==> src/fks_pkg.sv <==
/*
 * Constants, code words and carrier types for the FSK keepalive transmit sequencer.
 * Assumes a single 50 MHz system clock. All timing counts are derived from that rate.
 */
// How it works
// - Chips are sent by binary FSK, a choice between two tones only.
// - The mark tone is 131.25 kHz, held within its narrow tolerance band.
// - The space tone is 143.75 kHz, held within its narrow tolerance band.
// - Each chip holds its tone for 5.12 ms.
// - A zero word is +1,+1,+1,-1,-1,-1,+1,-1,-1,+1,-1, with +1 meaning mark.
// - A one word starts -1,-1,-1,+1,+1,+1,-1,+1,+1.
// - A packet is three identical words of its bit, 33 chips.
// - The burst window lasts three words, 168.96 ms.
// - After each packet the line stays silent for sixteen words, 901.12 ms.
// - Packet and quiet window repeat forever.
// - Both tones come from one clocked phase source, so switching is phase continuous.
`default_nettype none
package fks_pkg;
    localparam int  CLK_PERIOD_NS = 20;
    localparam real CLK_HZ        = 1.0e9 / CLK_PERIOD_NS;

    localparam real MARK_TONE_FREQ_KHZ  = 131.25;
    localparam real SPACE_TONE_FREQ_KHZ = 143.75;
    localparam real CHIP_PERIOD_MS      = 5.12;
    localparam real BURST_WINDOW_MS     = 168.96;
    localparam real QUIET_WINDOW_MS     = 901.12;

    localparam int PHASE_W = 32;
    // Phase increments of the shared accumulator, rounded to the nearest step.
    localparam logic [PHASE_W-1:0] MARK_INC  =
        PHASE_W'(longint'(MARK_TONE_FREQ_KHZ * 1.0e3 * (2.0 ** PHASE_W) / CLK_HZ));
    localparam logic [PHASE_W-1:0] SPACE_INC =
        PHASE_W'(longint'(SPACE_TONE_FREQ_KHZ * 1.0e3 * (2.0 ** PHASE_W) / CLK_HZ));

    localparam int CHIP_CYCLES = int'(CHIP_PERIOD_MS * 1.0e6 / CLK_PERIOD_NS);
    localparam int WORD_CHIPS  = 11;
    localparam int BURST_CHIPS = int'(BURST_WINDOW_MS / CHIP_PERIOD_MS);
    localparam int QUIET_CHIPS = int'(QUIET_WINDOW_MS / CHIP_PERIOD_MS);

    // First chip in the top bit; a set bit selects the mark tone.
    localparam logic [WORD_CHIPS-1:0] LOGIC_ZERO_CHIP_WORD = 11'h712;
    localparam logic [WORD_CHIPS-1:0] LOGIC_ONE_CHIP_WORD  = ~LOGIC_ZERO_CHIP_WORD;

    localparam int  FIFO_DEPTH = 32;
    localparam logic IDLE_BIT_RST = 1'b0;

    typedef struct packed {
        logic active;
        logic mark;
        logic wave;
    } fks_tone_t;
endpackage
`default_nettype wire

==> src/fks_keepalive_tx.sv <==
/*
 * Bit FIFO and the FSK keepalive sequencer that drives the front-end tone input.
 * Assumes inputs are synchronous to mclk; the front-end takes the square tone on tone_out.wave.
 */
`timescale 1ns/1ps
`default_nettype none

module fks_fifo
    import fks_pkg::*;
#(
    parameter int WIDTH = 1,
    parameter int DEPTH = FIFO_DEPTH
)(
    input  wire logic             clk,
    input  wire logic             rst_n,
    input  wire logic [WIDTH-1:0] in_data,
    input  wire logic             in_valid,
    output var  logic             in_ready,
    output var  logic [WIDTH-1:0] out_data,
    output var  logic             out_valid,
    input  wire logic             out_ready
);
    localparam int AW = $clog2(DEPTH);
    if (DEPTH < 2 || (1 << AW) != DEPTH) begin : g_chk
        $error("fks_fifo depth must be a power of two of at least 2");
    end

    logic [WIDTH-1:0] mem [DEPTH];
    logic [AW-1:0]    wr_r, wr_nxt, rd_r, rd_nxt;
    logic [AW:0]      cnt_r, cnt_nxt;
    logic             rdy_r, rdy_nxt;
    logic             push, pop;

    assign push      = in_valid && rdy_r;
    assign pop       = out_valid && out_ready;
    assign out_valid = (cnt_r != '0);
    assign out_data  = mem[rd_r];
    assign in_ready  = rdy_r;

    always_comb
    begin
        wr_nxt  = push ? wr_r + 1'b1 : wr_r;
        rd_nxt  = pop ? rd_r + 1'b1 : rd_r;
        cnt_nxt = cnt_r + (AW+1)'(push) - (AW+1)'(pop);
        rdy_nxt = (cnt_nxt != (AW+1)'(DEPTH));
    end

    always_ff @(posedge clk or negedge rst_n)
    begin
        if (!rst_n)
        begin
            wr_r  <= '0;
            rd_r  <= '0;
            cnt_r <= '0;
            rdy_r <= 1'b1;
        end
        else
        begin
            wr_r  <= wr_nxt;
            rd_r  <= rd_nxt;
            cnt_r <= cnt_nxt;
            rdy_r <= rdy_nxt;
        end
    end

    always_ff @(posedge clk)
    begin
        if (push)
            mem[wr_r] <= in_data;
    end
endmodule // fks_fifo

module fks_keepalive_tx
    import fks_pkg::*;
#(
    parameter int CHIP_CYC = CHIP_CYCLES
)(
    input  wire logic      mclk,
    input  wire logic      rst_n,
    input  wire logic      bit_data,
    input  wire logic      bit_valid,
    output var  logic      bit_ready,
    input  wire logic      idle_bit,
    output var  fks_tone_t tone_out,
    output var  logic      packet_start
);
    if (CHIP_CYC < 2) begin : g_chk
        $error("fks_keepalive_tx chip period must be at least 2 cycles");
    end

    typedef enum logic [1:0] {ST_LOAD, ST_BURST, ST_QUIET} fks_state_t;

    // Chip of a packet's word: 1 selects the mark tone.
    function automatic logic chip_is_mark(input logic bit_val, input logic [3:0] idx);
        logic [WORD_CHIPS-1:0] word;
        word = bit_val ? LOGIC_ONE_CHIP_WORD : LOGIC_ZERO_CHIP_WORD;
        return word[4'(WORD_CHIPS - 1) - idx];
    endfunction

    fks_state_t         state_r, state_nxt;
    logic [31:0]        cyc_r, cyc_nxt;
    logic [7:0]         chip_r, chip_nxt;
    logic [3:0]         wchip_r, wchip_nxt;
    logic               bit_r, bit_nxt;
    logic [PHASE_W-1:0] acc_r, acc_nxt;
    fks_tone_t          tone_r, tone_nxt;
    logic               start_r, start_nxt;
    logic               f_data, f_valid, f_ready;
    logic               chip_end;

    fks_fifo #(.WIDTH(1), .DEPTH(FIFO_DEPTH)) u_fifo (
        .clk       (mclk),
        .rst_n     (rst_n),
        .in_data   (bit_data),
        .in_valid  (bit_valid),
        .in_ready  (bit_ready),
        .out_data  (f_data),
        .out_valid (f_valid),
        .out_ready (f_ready)
    );

    assign f_ready  = (state_r == ST_LOAD);
    assign chip_end = (cyc_r == 32'(CHIP_CYC - 1));

    always_comb
    begin
        state_nxt = state_r;
        cyc_nxt   = chip_end ? '0 : cyc_r + 1'b1;
        chip_nxt  = chip_r;
        wchip_nxt = wchip_r;
        bit_nxt   = bit_r;
        start_nxt = 1'b0;
        case (state_r)
            ST_LOAD:
            begin
                // An empty queue still yields a packet, so the keepalive never stops.
                bit_nxt   = f_valid ? f_data : idle_bit;
                state_nxt = ST_BURST;
                start_nxt = 1'b1;
                cyc_nxt   = '0;
                chip_nxt  = '0;
                wchip_nxt = '0;
            end
            ST_BURST:
            begin
                if (chip_end)
                begin
                    wchip_nxt = (wchip_r == 4'(WORD_CHIPS - 1)) ? '0 : wchip_r + 1'b1;
                    chip_nxt  = chip_r + 1'b1;
                    if (chip_r == 8'(BURST_CHIPS - 1))
                    begin
                        state_nxt = ST_QUIET;
                        chip_nxt  = '0;
                    end
                end
            end
            ST_QUIET:
            begin
                if (chip_end)
                begin
                    chip_nxt = chip_r + 1'b1;
                    if (chip_r == 8'(QUIET_CHIPS - 1))
                        state_nxt = ST_LOAD;
                end
            end
            default:
            begin
                state_nxt = ST_LOAD;
            end
        endcase
        tone_nxt.active = (state_nxt == ST_BURST);
        tone_nxt.mark   = chip_is_mark(bit_nxt, wchip_nxt);
        // One accumulator serves both tones; only its step changes, so phase is continuous.
        acc_nxt         = acc_r + (tone_nxt.mark ? MARK_INC : SPACE_INC);
        tone_nxt.wave   = tone_nxt.active && acc_nxt[PHASE_W-1];
    end

    always_ff @(posedge mclk or negedge rst_n)
    begin
        if (!rst_n)
        begin
            state_r <= ST_LOAD;
            cyc_r   <= '0;
            chip_r  <= '0;
            wchip_r <= '0;
            bit_r   <= IDLE_BIT_RST;
            acc_r   <= '0;
            tone_r  <= '0;
            start_r <= 1'b0;
        end
        else
        begin
            state_r <= state_nxt;
            cyc_r   <= cyc_nxt;
            chip_r  <= chip_nxt;
            wchip_r <= wchip_nxt;
            bit_r   <= bit_nxt;
            acc_r   <= acc_nxt;
            tone_r  <= tone_nxt;
            start_r <= start_nxt;
        end
    end

    assign tone_out     = tone_r;
    assign packet_start = start_r;
endmodule // fks_keepalive_tx

`default_nettype wire

==> config.mk <==
export PLATFORM = sky130hd
export DESIGN_NAME = fks_keepalive_tx
export DESIGN_NICKNAME = d
export VERILOG_FILES = /design/src/fks_pkg.sv /design/src/fks_keepalive_tx.sv
export SDC_FILE = /design/constraint.sdc
export NUM_CORES = 1
export LEC_CHECK = 0
export ABC_CLOCK_PERIOD_IN_PS = 4800
export BUFFER_PORTS_ARGS = -buffer_cell sky130_fd_sc_hd__buf_2
export CORE_MARGIN = 2
export CORE_UTILIZATION = 50
export DETAILED_ROUTE_END_ITERATION = 12
export PLACE_DENSITY = 0.68
export SYNTH_ARGS = -nofsm -noshare
export SYNTH_HDL_FRONTEND = slang
export SYNTH_HIERARCHICAL = 1
export SYNTH_SLANG_ARGS = --single-unit
==> constraint.sdc <==
create_clock -name mclk -period 4.8 [get_ports mclk]
set_input_delay 0.24 -clock mclk [delete_from_list [all_inputs] [get_ports mclk]]
set_output_delay 0.24 -clock mclk [all_outputs]
set_load 0.005 [all_outputs]
# Word-level counts from Yosys, hierarchy flattened
# Memories as Yosys holds them, arrays and structs flattened.
# Cells that the tools add are included.
# word_totals
reg_bits	100
ram_bits	32
inputBits	5
out_inout_bits	5
elab_cells	65
mem_count	1
# mem_list
memory	depth	width	rd	rd_clocked_by_memory_dff	write_ports	line	rtl
u_fifo.mem	32	1	1	0	1	fks_keepalive_tx.sv:28	logic [WIDTH-1:0] mem [DEPTH];
# op_classes
addsub	9
order_cmp	1
n_eq_ne	10
n_mux	23
reduce_logical	7
# ops
op	count
32-bit two-way mux	2
32-bit by 1-bit adder with 32-bit output, second input constant	1
32-bit by 24-bit adder with 32-bit output	1
32-bit by 18-bit equality test with 1-bit output, second input constant	1
8-bit two-way mux	3
8-bit case mux with 3 select lines	1
21-bit two-way mux	1
11-bit two-way mux	1
5-bit by 1-bit adder with 5-bit output, second input constant	2
8-bit by 1-bit adder with 8-bit output, second input constant	1
8-bit by 6-bit equality test with 1-bit output, second input constant	1
8-bit equality test, second input constant	1
2-bit two-way mux	4
4-bit two-way mux	2
4-bit case mux with 2 select lines	1
6-bit by 1-bit adder with 6-bit output	1
1-bit two-way mux	6
6-bit inequality test, second input constant	1
2-bit case mux with 3 select lines	1
6-bit nonzero test	1
6-bit by 1-bit subtractor with 6-bit output	1
4-bit by 5-bit < comparator with 1-bit output, second input constant	1
4-bit by 1-bit adder with 4-bit output, second input constant	1
1-bit binary-select mux with 4-bit select	1
other kinds (9)	13

# Depth between registers and ports, before layout
# Gate-level depths: netlist of the first run.
# logic_depth
word_depth	10
ltp_mapped	28
ltp_nobuf	26

# Modules after synthesis
# Netlist of the first run, hierarchy kept.
# modules_own_cells
module	instances	cells_each	area_each_um2	seq_area_each_um2
fks_keepalive_tx	1	510	4724.5	2077.0
fks_fifo	1	191	2363.5	1387.6

# Worst setup path before layout of the first run
# No wires, ideal clock.
# synth_timing
path_kind	reg-to-reg
startpoint	register cyc_r[26]
endpoint	register acc_r[26]
setup_time_ns	0.128
t_arrival_ns	4.974
t_required_ns	4.672
setup_slack_ns	-0.302
stages_incl_launch_ff	24
n_path_buf	3
synth_period_minus_slack_ns	5.102
cell_sequence	dfrtp_1 or4_1 nor4_4 a31oi_1 a211oi_2 inv_1 ha_1 xnor2_1 xnor2_1 mux2_2 mux2i_1 buf_6 clkbuf_1 buf_2 ha_1 nand2_1 o221ai_1 nor2_1 nor2_1 o211ai_1 nand3_1 o2111ai_1 a21oi_1 xor2_1
# synth_via
elab_chain_cells	8
# synth_rtl
element	line	rtl
from (decl)	fks_keepalive_tx.sv:101	logic [31:0] cyc_r, cyc_nxt;
from (signal assigned)	fks_keepalive_tx.sv:194	cyc_r <= cyc_nxt;
32-bit by 18-bit equality test with 1-bit output	fks_keepalive_tx.sv:123	assign chip_end = (cyc_r == 32'(CHIP_CYC - 1));
4-bit two-way mux	fks_keepalive_tx.sv:146	if (chip_end)
4-bit case mux with 2 select lines	fks_keepalive_tx.sv:133	case (state_r)
net wchip_nxt[0]	fks_keepalive_tx.sv:103	logic [3:0] wchip_r, wchip_nxt;
4-bit subtractor	fks_keepalive_tx.sv:97	return word[4'(WORD_CHIPS - 1) - idx];
1-bit binary-select mux with 4-bit select	fks_keepalive_tx.sv:97	
1-bit two-way mux (implied by the code)	fks_keepalive_tx.sv:97	
21-bit two-way mux	fks_keepalive_tx.sv:174	acc_nxt = acc_r + (tone_nxt.mark ? MARK_INC : SPACE_INC);
32-bit by 24-bit adder with 32-bit output	fks_keepalive_tx.sv:174	
net acc_nxt[26]	fks_keepalive_tx.sv:105	logic [PHASE_W-1:0] acc_r, acc_nxt;
to (signal assigned)	fks_keepalive_tx.sv:198	acc_r <= acc_nxt;
to (decl)	fks_keepalive_tx.sv:105	
# The timed path passes the listed nets, and every way through them passes these cells. The select of a mux whose other input is x is not followed.
# A chain may end at the register's enable or synchronous reset.

==> results of run 1 <==
## cell usage after synthesis (2+ instances only)
master	count	share of area [%]
a211oi_2	2	0.35
nor3_1	12	0.85
nand3_1	30	2.1
ha_1	27	4.8
o211ai_1	2	0.21
xnor2_1	35	4.3
mux4_2	6	1.9
nor2b_1	4	0.35
clkbuf_1	17	0.90
nand4_1	10	0.88
o21ai_1	2	0.14
a31oi_1	5	0.44
inv_1	36	1.9
or3_1	10	0.88
nand2b_1	8	0.71
or4_1	2	0.21
edfxtp_1	32	14
mux2i_1	11	1.6
o31ai_1	4	0.42
and3_1	15	1.3
o21bai_1	2	0.21
xor2_1	32	4.0
nand2_1	58	3.1
or3b_2	2	0.25
a21oi_1	34	2.4
dfrtp_1	99	35
nor4_4	2	0.60
nor2_1	90	4.8
o311ai_0	2	0.25
or2_2	3	0.26
o21ai_0	38	2.7
a211o_1	4	0.49
a211oi_1	7	0.74
nor3b_1	9	0.95
and4_1	2	0.25
and2_1	9	0.79
mux2_2	3	0.48
nand3b_1	3	0.32
## stage by stage
| stage | utilization (%) | instance area [µm²] | std cells |
|---|---|---|---|
| after floorplan | - | 7110 | 701 |
| after global placement | 53.3 | 7400 | 886 |
| after detailed placement | 53.3 | 7400 | 886 |
| after CTS | 57.7 | 8010 | 922 |
| after global routing | 59.7 | 8290 | 936 |
| final | 59.7 | 8290 | 936 |
## worst max path at each step
stage | from | to | slack (ps)
final | cyc_r[22] | acc_r[26] | 150
after global routing | u_fifo/rd_r[1] | acc_r[28] | -140
after CTS | cyc_r[18] | acc_r[26] | 10
after detailed placement | u_fifo/rd_r[1] | acc_r[26] | -90
after global placement | u_fifo/rd_r[1] | acc_r[28] | 50
after floorplan | cyc_r[12] | acc_r[25] | 20
## flip-flops by register name, summed over array words and instances, names as in the netlist
register         flops
packet_start         1
acc_r               32
cyc_r               32
chip_r               8
u_fifo/cnt_r         6
wchip_r              4
tone_out             3
u_fifo/in_ready      1
u_fifo/mem          32
u_fifo/wr_r          5
state_r              2
u_fifo/rd_r          5
bit_r                1
## critical path, cell delays in order (launching register included)
cell and delay, ps:
dfrtp_1 400, or4_4 550, nor4_4 310, buf_4 170
a31oi_1 100, a211oi_2 220, inv_1 130, ha_4 190
xnor2_2 130, xnor2_1 120, mux2_4 270, mux2i_4 220
inv_2 80, xnor2_2 170, ha_4 200, nor2_4 110
o221ai_2 100, nor2_1 110, nor2_1 60, o211ai_1 190
nand3_2 130, o2111ai_4 280, a21oi_1 120, xor2_1 150
## cell families after synthesis
kind of cell               Yosys count  share of synthesized area (%)
AOI/OAI and AO/OA                  115                           10.1
xor gates and xnor gates            67                           8.28
and+or+nand+nor                    282                           20.5
adders and majority gates           29                           5.19
buffers and inverters               56                           3.14
DFF                                132                           48.9
muxes                               20                           3.94
## metal layers
metal / up-vias / routed length [µm]
met3: 18 / 563
met2: 132 / 7170
met1: 2679 / 6770
met4: 0 / 178
met5: - / 0
li1: 2542 / -
## power by group through the flow
stage / Sequential [W] / Combinational, W / Clock, W
6_report: 0.00129 / 0.000442 / 0.00124
5_1_grt: 0.00130 / 0.000509 / 0.00132
4_1_cts: 0.00129 / 0.000446 / 0.00126
3_5_place_dp: 0.00131 / 0.000434 / 0
3_3_place_gp: 0.00130 / 0.000412 / 0
2_1_floorplan: 0.00128 / 0.000346 / 0
## area by class of cell
type	count	area [µm²]	share of cell area, %
Sequential cell	132	3470	41.8
Inverter	36	135	1.63
Timing Repair Buffer	43	320	3.86
Clock inverter	6	80.1	0.966
Multi-Input combinational cell	513	3590	43.3
Clock buffer	26	479	5.78
Tap cell	180	225	2.72
## what timing repair did
item,4_1_cts,5_1_grt
endpoints found under the hold margin,52,0
hold buffers,1,0
endpoints found under the setup margin,10,22
buffers inserted,3,14
gates resized for setup,3,41
pin swaps,5,25
==> reports/qor.yml, run 1 <==
status: "complete, no violations"
place_ws_ps: -91.5
busiest_layer: "met2"
drive_gt1_share_pct: 16.7
finalPower_w: 0.00297
grt_max_degree: 55
antenna_found_initial: 0
grt_use_met2_pct: 32.0
synth_cells: 701
worst_pin_slew_ps: 1010
seq_area_frac_synth_pct: 48.9
setup_viol: 0
cts_tree: "yes"
r2r_end: "acc_r[26]"
seqPwrFrac_pct: 43.5
hold_end: "u_fifo/mem[15]"
slew_violations: 0
routed_wl_mm: 14.7
path_max_fanout: 5
cts_max_level: 4
start_kind: "flip-flop"
ff2ff_path_depth: 23
ant_nets: 0
clock_power_share_pct: 41.6
power_frac_comb_pct: 14.9
end_kind: "flip-flop"
overflow: 0
clkTransAtPathRegs_ps: 50
grt_usage_pct: 20.1
clkLatencyLatePin_ps: 410
ys_async_sr_fraction_pct: 75.8
fin_tns_setup_ps: 0
hold_viol: 0
synthToLayoutAreaGrowth_pct: 17.0
yosysWarnings: 6
drc_errors: 0
use_met3_pct: 4.20
internal-power_w: 0.00219
first_pass_iters: 5
clock_path_buffers: 2
first_iter_violations: 408
min_from: "bit_data"
dieArea_um2: 15100
worstPathRequired_ps: 5090
rows: 43
wl_per_cell_um: 15.7
initial_core_util_pct: 51.1
syn_avg_cell_area_um2: 10.1
hold_depth: 1
vias: 5371
place_hpwl_mm: 9.59
p_sw_share_pct: 26.1
r2r_start: "cyc_r[22]"
fmax_mhz: 215
cts-root-buf: "clkbuf_16"
ir_worst_vdd_uv: 230
dieHeight_um: 123
grt_pass1_wl_mm: 24.1
min_period_over_period_pct: 96.9
switchingPower_w: 0.000776
core_area_um2: 13900
synth_seq_cells: 132
layout_common_cells: "98 x dfrtp_1, 88 x nor2_1, 57 x nand2_1"
vias_per_cell: 5.74
worst_clock_skew_ps: 6.05
n_fill_cell: 1123
leakagePower_nw: 3.48
path_class: "reg -> reg"
mostFrequentLayoutCell: "dfrtp_1"
fin_ws_ps: 148
syn_area_um2: 7090
worstHoldPathType: "in -> reg"
ios: 10
maxCapViolations: 0
whs_ps: 329
antenna_cells: 0
grt_util_met1_pct: 27.9
power.density_nw_per_um2: 358
fin_crit_ps: 4650
grt_pass1_vias: 5087
die_width_um: 123
syn_nets: 734
ff2ff_setup_slack_ps: 150
synth_cell_types: 70
synth_edf_count: 32
finalNetCount: 776
maxSlewHeadroom_pct: 32.5
crit_arrival_ps: 4940
place.gp.congestion: 0.849
synth_ff_type: "dfrtp_1"
cts_made_buffers: 17
clkSinkCount: 132
rsz0062_at_grt: "true"
port_buffers: 9
(Power assumes the default switching activity.)
==> inputs of run 2 (changes only) <==
--- a/config.mk
+++ b/config.mk
@@ -8,9 +8,8 @@
 export ABC_CLOCK_PERIOD_IN_PS = 4800
 export BUFFER_PORTS_ARGS = -buffer_cell sky130_fd_sc_hd__buf_2
 export CORE_MARGIN = 2
-export CORE_UTILIZATION = 50
+export CORE_UTILIZATION = 40
 export DETAILED_ROUTE_END_ITERATION = 12
-export PLACE_DENSITY = 0.68
 export SYNTH_ARGS = -nofsm -noshare
 export SYNTH_HDL_FRONTEND = slang
 export SYNTH_HIERARCHICAL = 1
==> run 2 against run 1 <==
  * Cell count increased by 4.5%
  * Critical path depth is 4 lower
  * Sequential share of layout area is 0.64 points lower
  * Wire length fell by 1.5%
==> reports/qor.yml, run 2 (same netlist as run 1, synthesis figures left out) <==
ff2ff_setup_slack_ps: 50
core_area_um2: 17300
finalNetCount: 773
overflow: 0
multi_input_area_um2: 3610
seq_area_um2: 3470
ant_nets: 0
dieHeight_um: 137
hold_depth: 1
vias_per_cell: 5.33
wl_per_cell_um: 14.8
grt_usage_pct: 16.3
worstPathRequired_ps: 5150
worst_clock_skew_ps: 8.65
drc_errors: 0
crit_arrival_ps: 5100
ir_worst_vdd_uv: 255
fin_tns_setup_ps: 0
grt_pass1_vias: 5095
cts_made_buffers: 17
clkTransAtPathRegs_ps: 60
min_period_over_period_pct: 99.0
place.gp.congestion: 0.825
leakagePower_nw: 3.49
layout_common_cells: "98 x dfrtp_1, 88 x nor2_1, 55 x nand2_1"
rsz0062_at_grt: "true"
routed_wl_mm: 14.5
power.density_nw_per_um2: 369
ios: 10
clkLatencyLatePin_ps: 420
vias: 5217
status: "complete, no violations"
maxSlewHeadroom_pct: 33.3
antenna_found_initial: 0
cts_max_level: 4
place_hpwl_mm: 9.73
fin_crit_ps: 4750
initial_core_util_pct: 41.0
path_class: "reg -> reg"
port_buffers: 9
drive_gt1_share_pct: 17.5
worstHoldPathType: "in -> reg"
cts-root-buf: "clkbuf_16"
first_iter_violations: 309
n_fill_cell: 1570
setup_viol: 0
rows: 48
r2r_start: "cyc_r[19]"
final_area_um2: 8420
ff2ff_path_depth: 19
r2r_end: "acc_r[25]"
end_kind: "flip-flop"
path_max_fanout: 5
slew_violations: 0
maxCapViolations: 0
antenna_cells: 0
hold_viol: 0
hold_end: "u_fifo/mem[20]"
clock_path_buffers: 2
cts_tree: "yes"
min_from: "bit_data"
grt_pass1_wl_mm: 24.2
place_area_um2: 7520
mostFrequentLayoutCell: "dfrtp_1"
start_kind: "flip-flop"
die_width_um: 137
grt_max_degree: 62
first_pass_iters: 5
dieArea_um2: 18800
top_regs: "acc_r (32), cyc_r (32), u_fifo/mem (32)"
worst_pin_slew_ps: 998
dp.cells: 939
clkSinkCount: 132
fmax_mhz: 210
synthToLayoutAreaGrowth_pct: 18.8
layout.cells.non_filler: 978
[run 2: worst max-delay path by stage]
stage | cells past startpoint | end | start | slack (ps)
2_1_floorplan | 21 | acc_r[25] | cyc_r[12] | 20
3_3_place_gp | 24 | acc_r[26] | u_fifo/rd_r[1] | 120
3_5_place_dp | 22 | tone_out[0] | u_fifo/rd_r[1] | -40
4_1_cts | 22 | acc_r[26] | cyc_r[22] | 30
5_1_grt | 21 | acc_r[26] | cyc_r[19] | -240
6_report | 19 | acc_r[25] | cyc_r[19] | 50
[run 2: cell type report]
cell class / count / area share (%)
Tap cell: 225 / 3.34
Multi-Input combinational cell: 513 / 42.9
Sequential cell: 132 / 41.2
Clock buffer: 19 / 5.39
Clock inverter: 13 / 2.11
Timing Repair Buffer: 40 / 3.51
Inverter: 36 / 1.60
[run 2: per-layer routing]
metal	global-route usage (%)	wire (µm)	up-vias
met1	21.0	6700	2575
met5	0	0	-
met3	3.56	433	20
li1	-	-	2539
met2	26.7	7100	83
met4	6.64	227	0
[run 2: power breakdown]
group / total (W) / switching (W) / internal [W]
sequential: 0.00129 / 0.0000654 / 0.00123
combinational: 0.000438 / 0.000263 / 0.000175
clock: 0.00138 / 0.000486 / 0.000896
[run 2: metrics by stage]
step / total power (W) / utilization, % / hold slack (ps) / worst slack, ps
floorplan: 0.00162 / - / -55.6 / 21.7
CTS: 0.00314 / 47.2 / 305 / 26.7
detailed placement: 0.00175 / 43.5 / 385 / -42.4
finish: 0.00311 / 48.7 / 316 / 49.2
global route: 0.00327 / 48.7 / 337 / -241
global placement: 0.00172 / 43.5 / 384 / 121
[run 2: what timing repair did]
action / CTS / global route
gates resized for setup: 2 / 51
endpoints found under the setup margin: 6 / 21
endpoints found under the hold margin: 59 / 0
pin swaps: 1 / 23
setup buffers: 0 / 6
hold buffers: 1 / 0
[run 2: critical path, cell delays in order (launching register included)]
cell and delay [ps]:
dfrtp_1 380, or4b_4 570, nor4_4 390, a31oi_2 150
a211oi_2 320, ha_1 320, xnor2_2 150, xnor2_1 130
mux2_4 280, mux2i_4 160, buf_4 170, ha_4 220
nand2b_4 80, o21ai_1 90, a21oi_2 210, nor3b_4 90
a211o_1 350, buf_4 150, a2111o_1 390, nand3_1 70
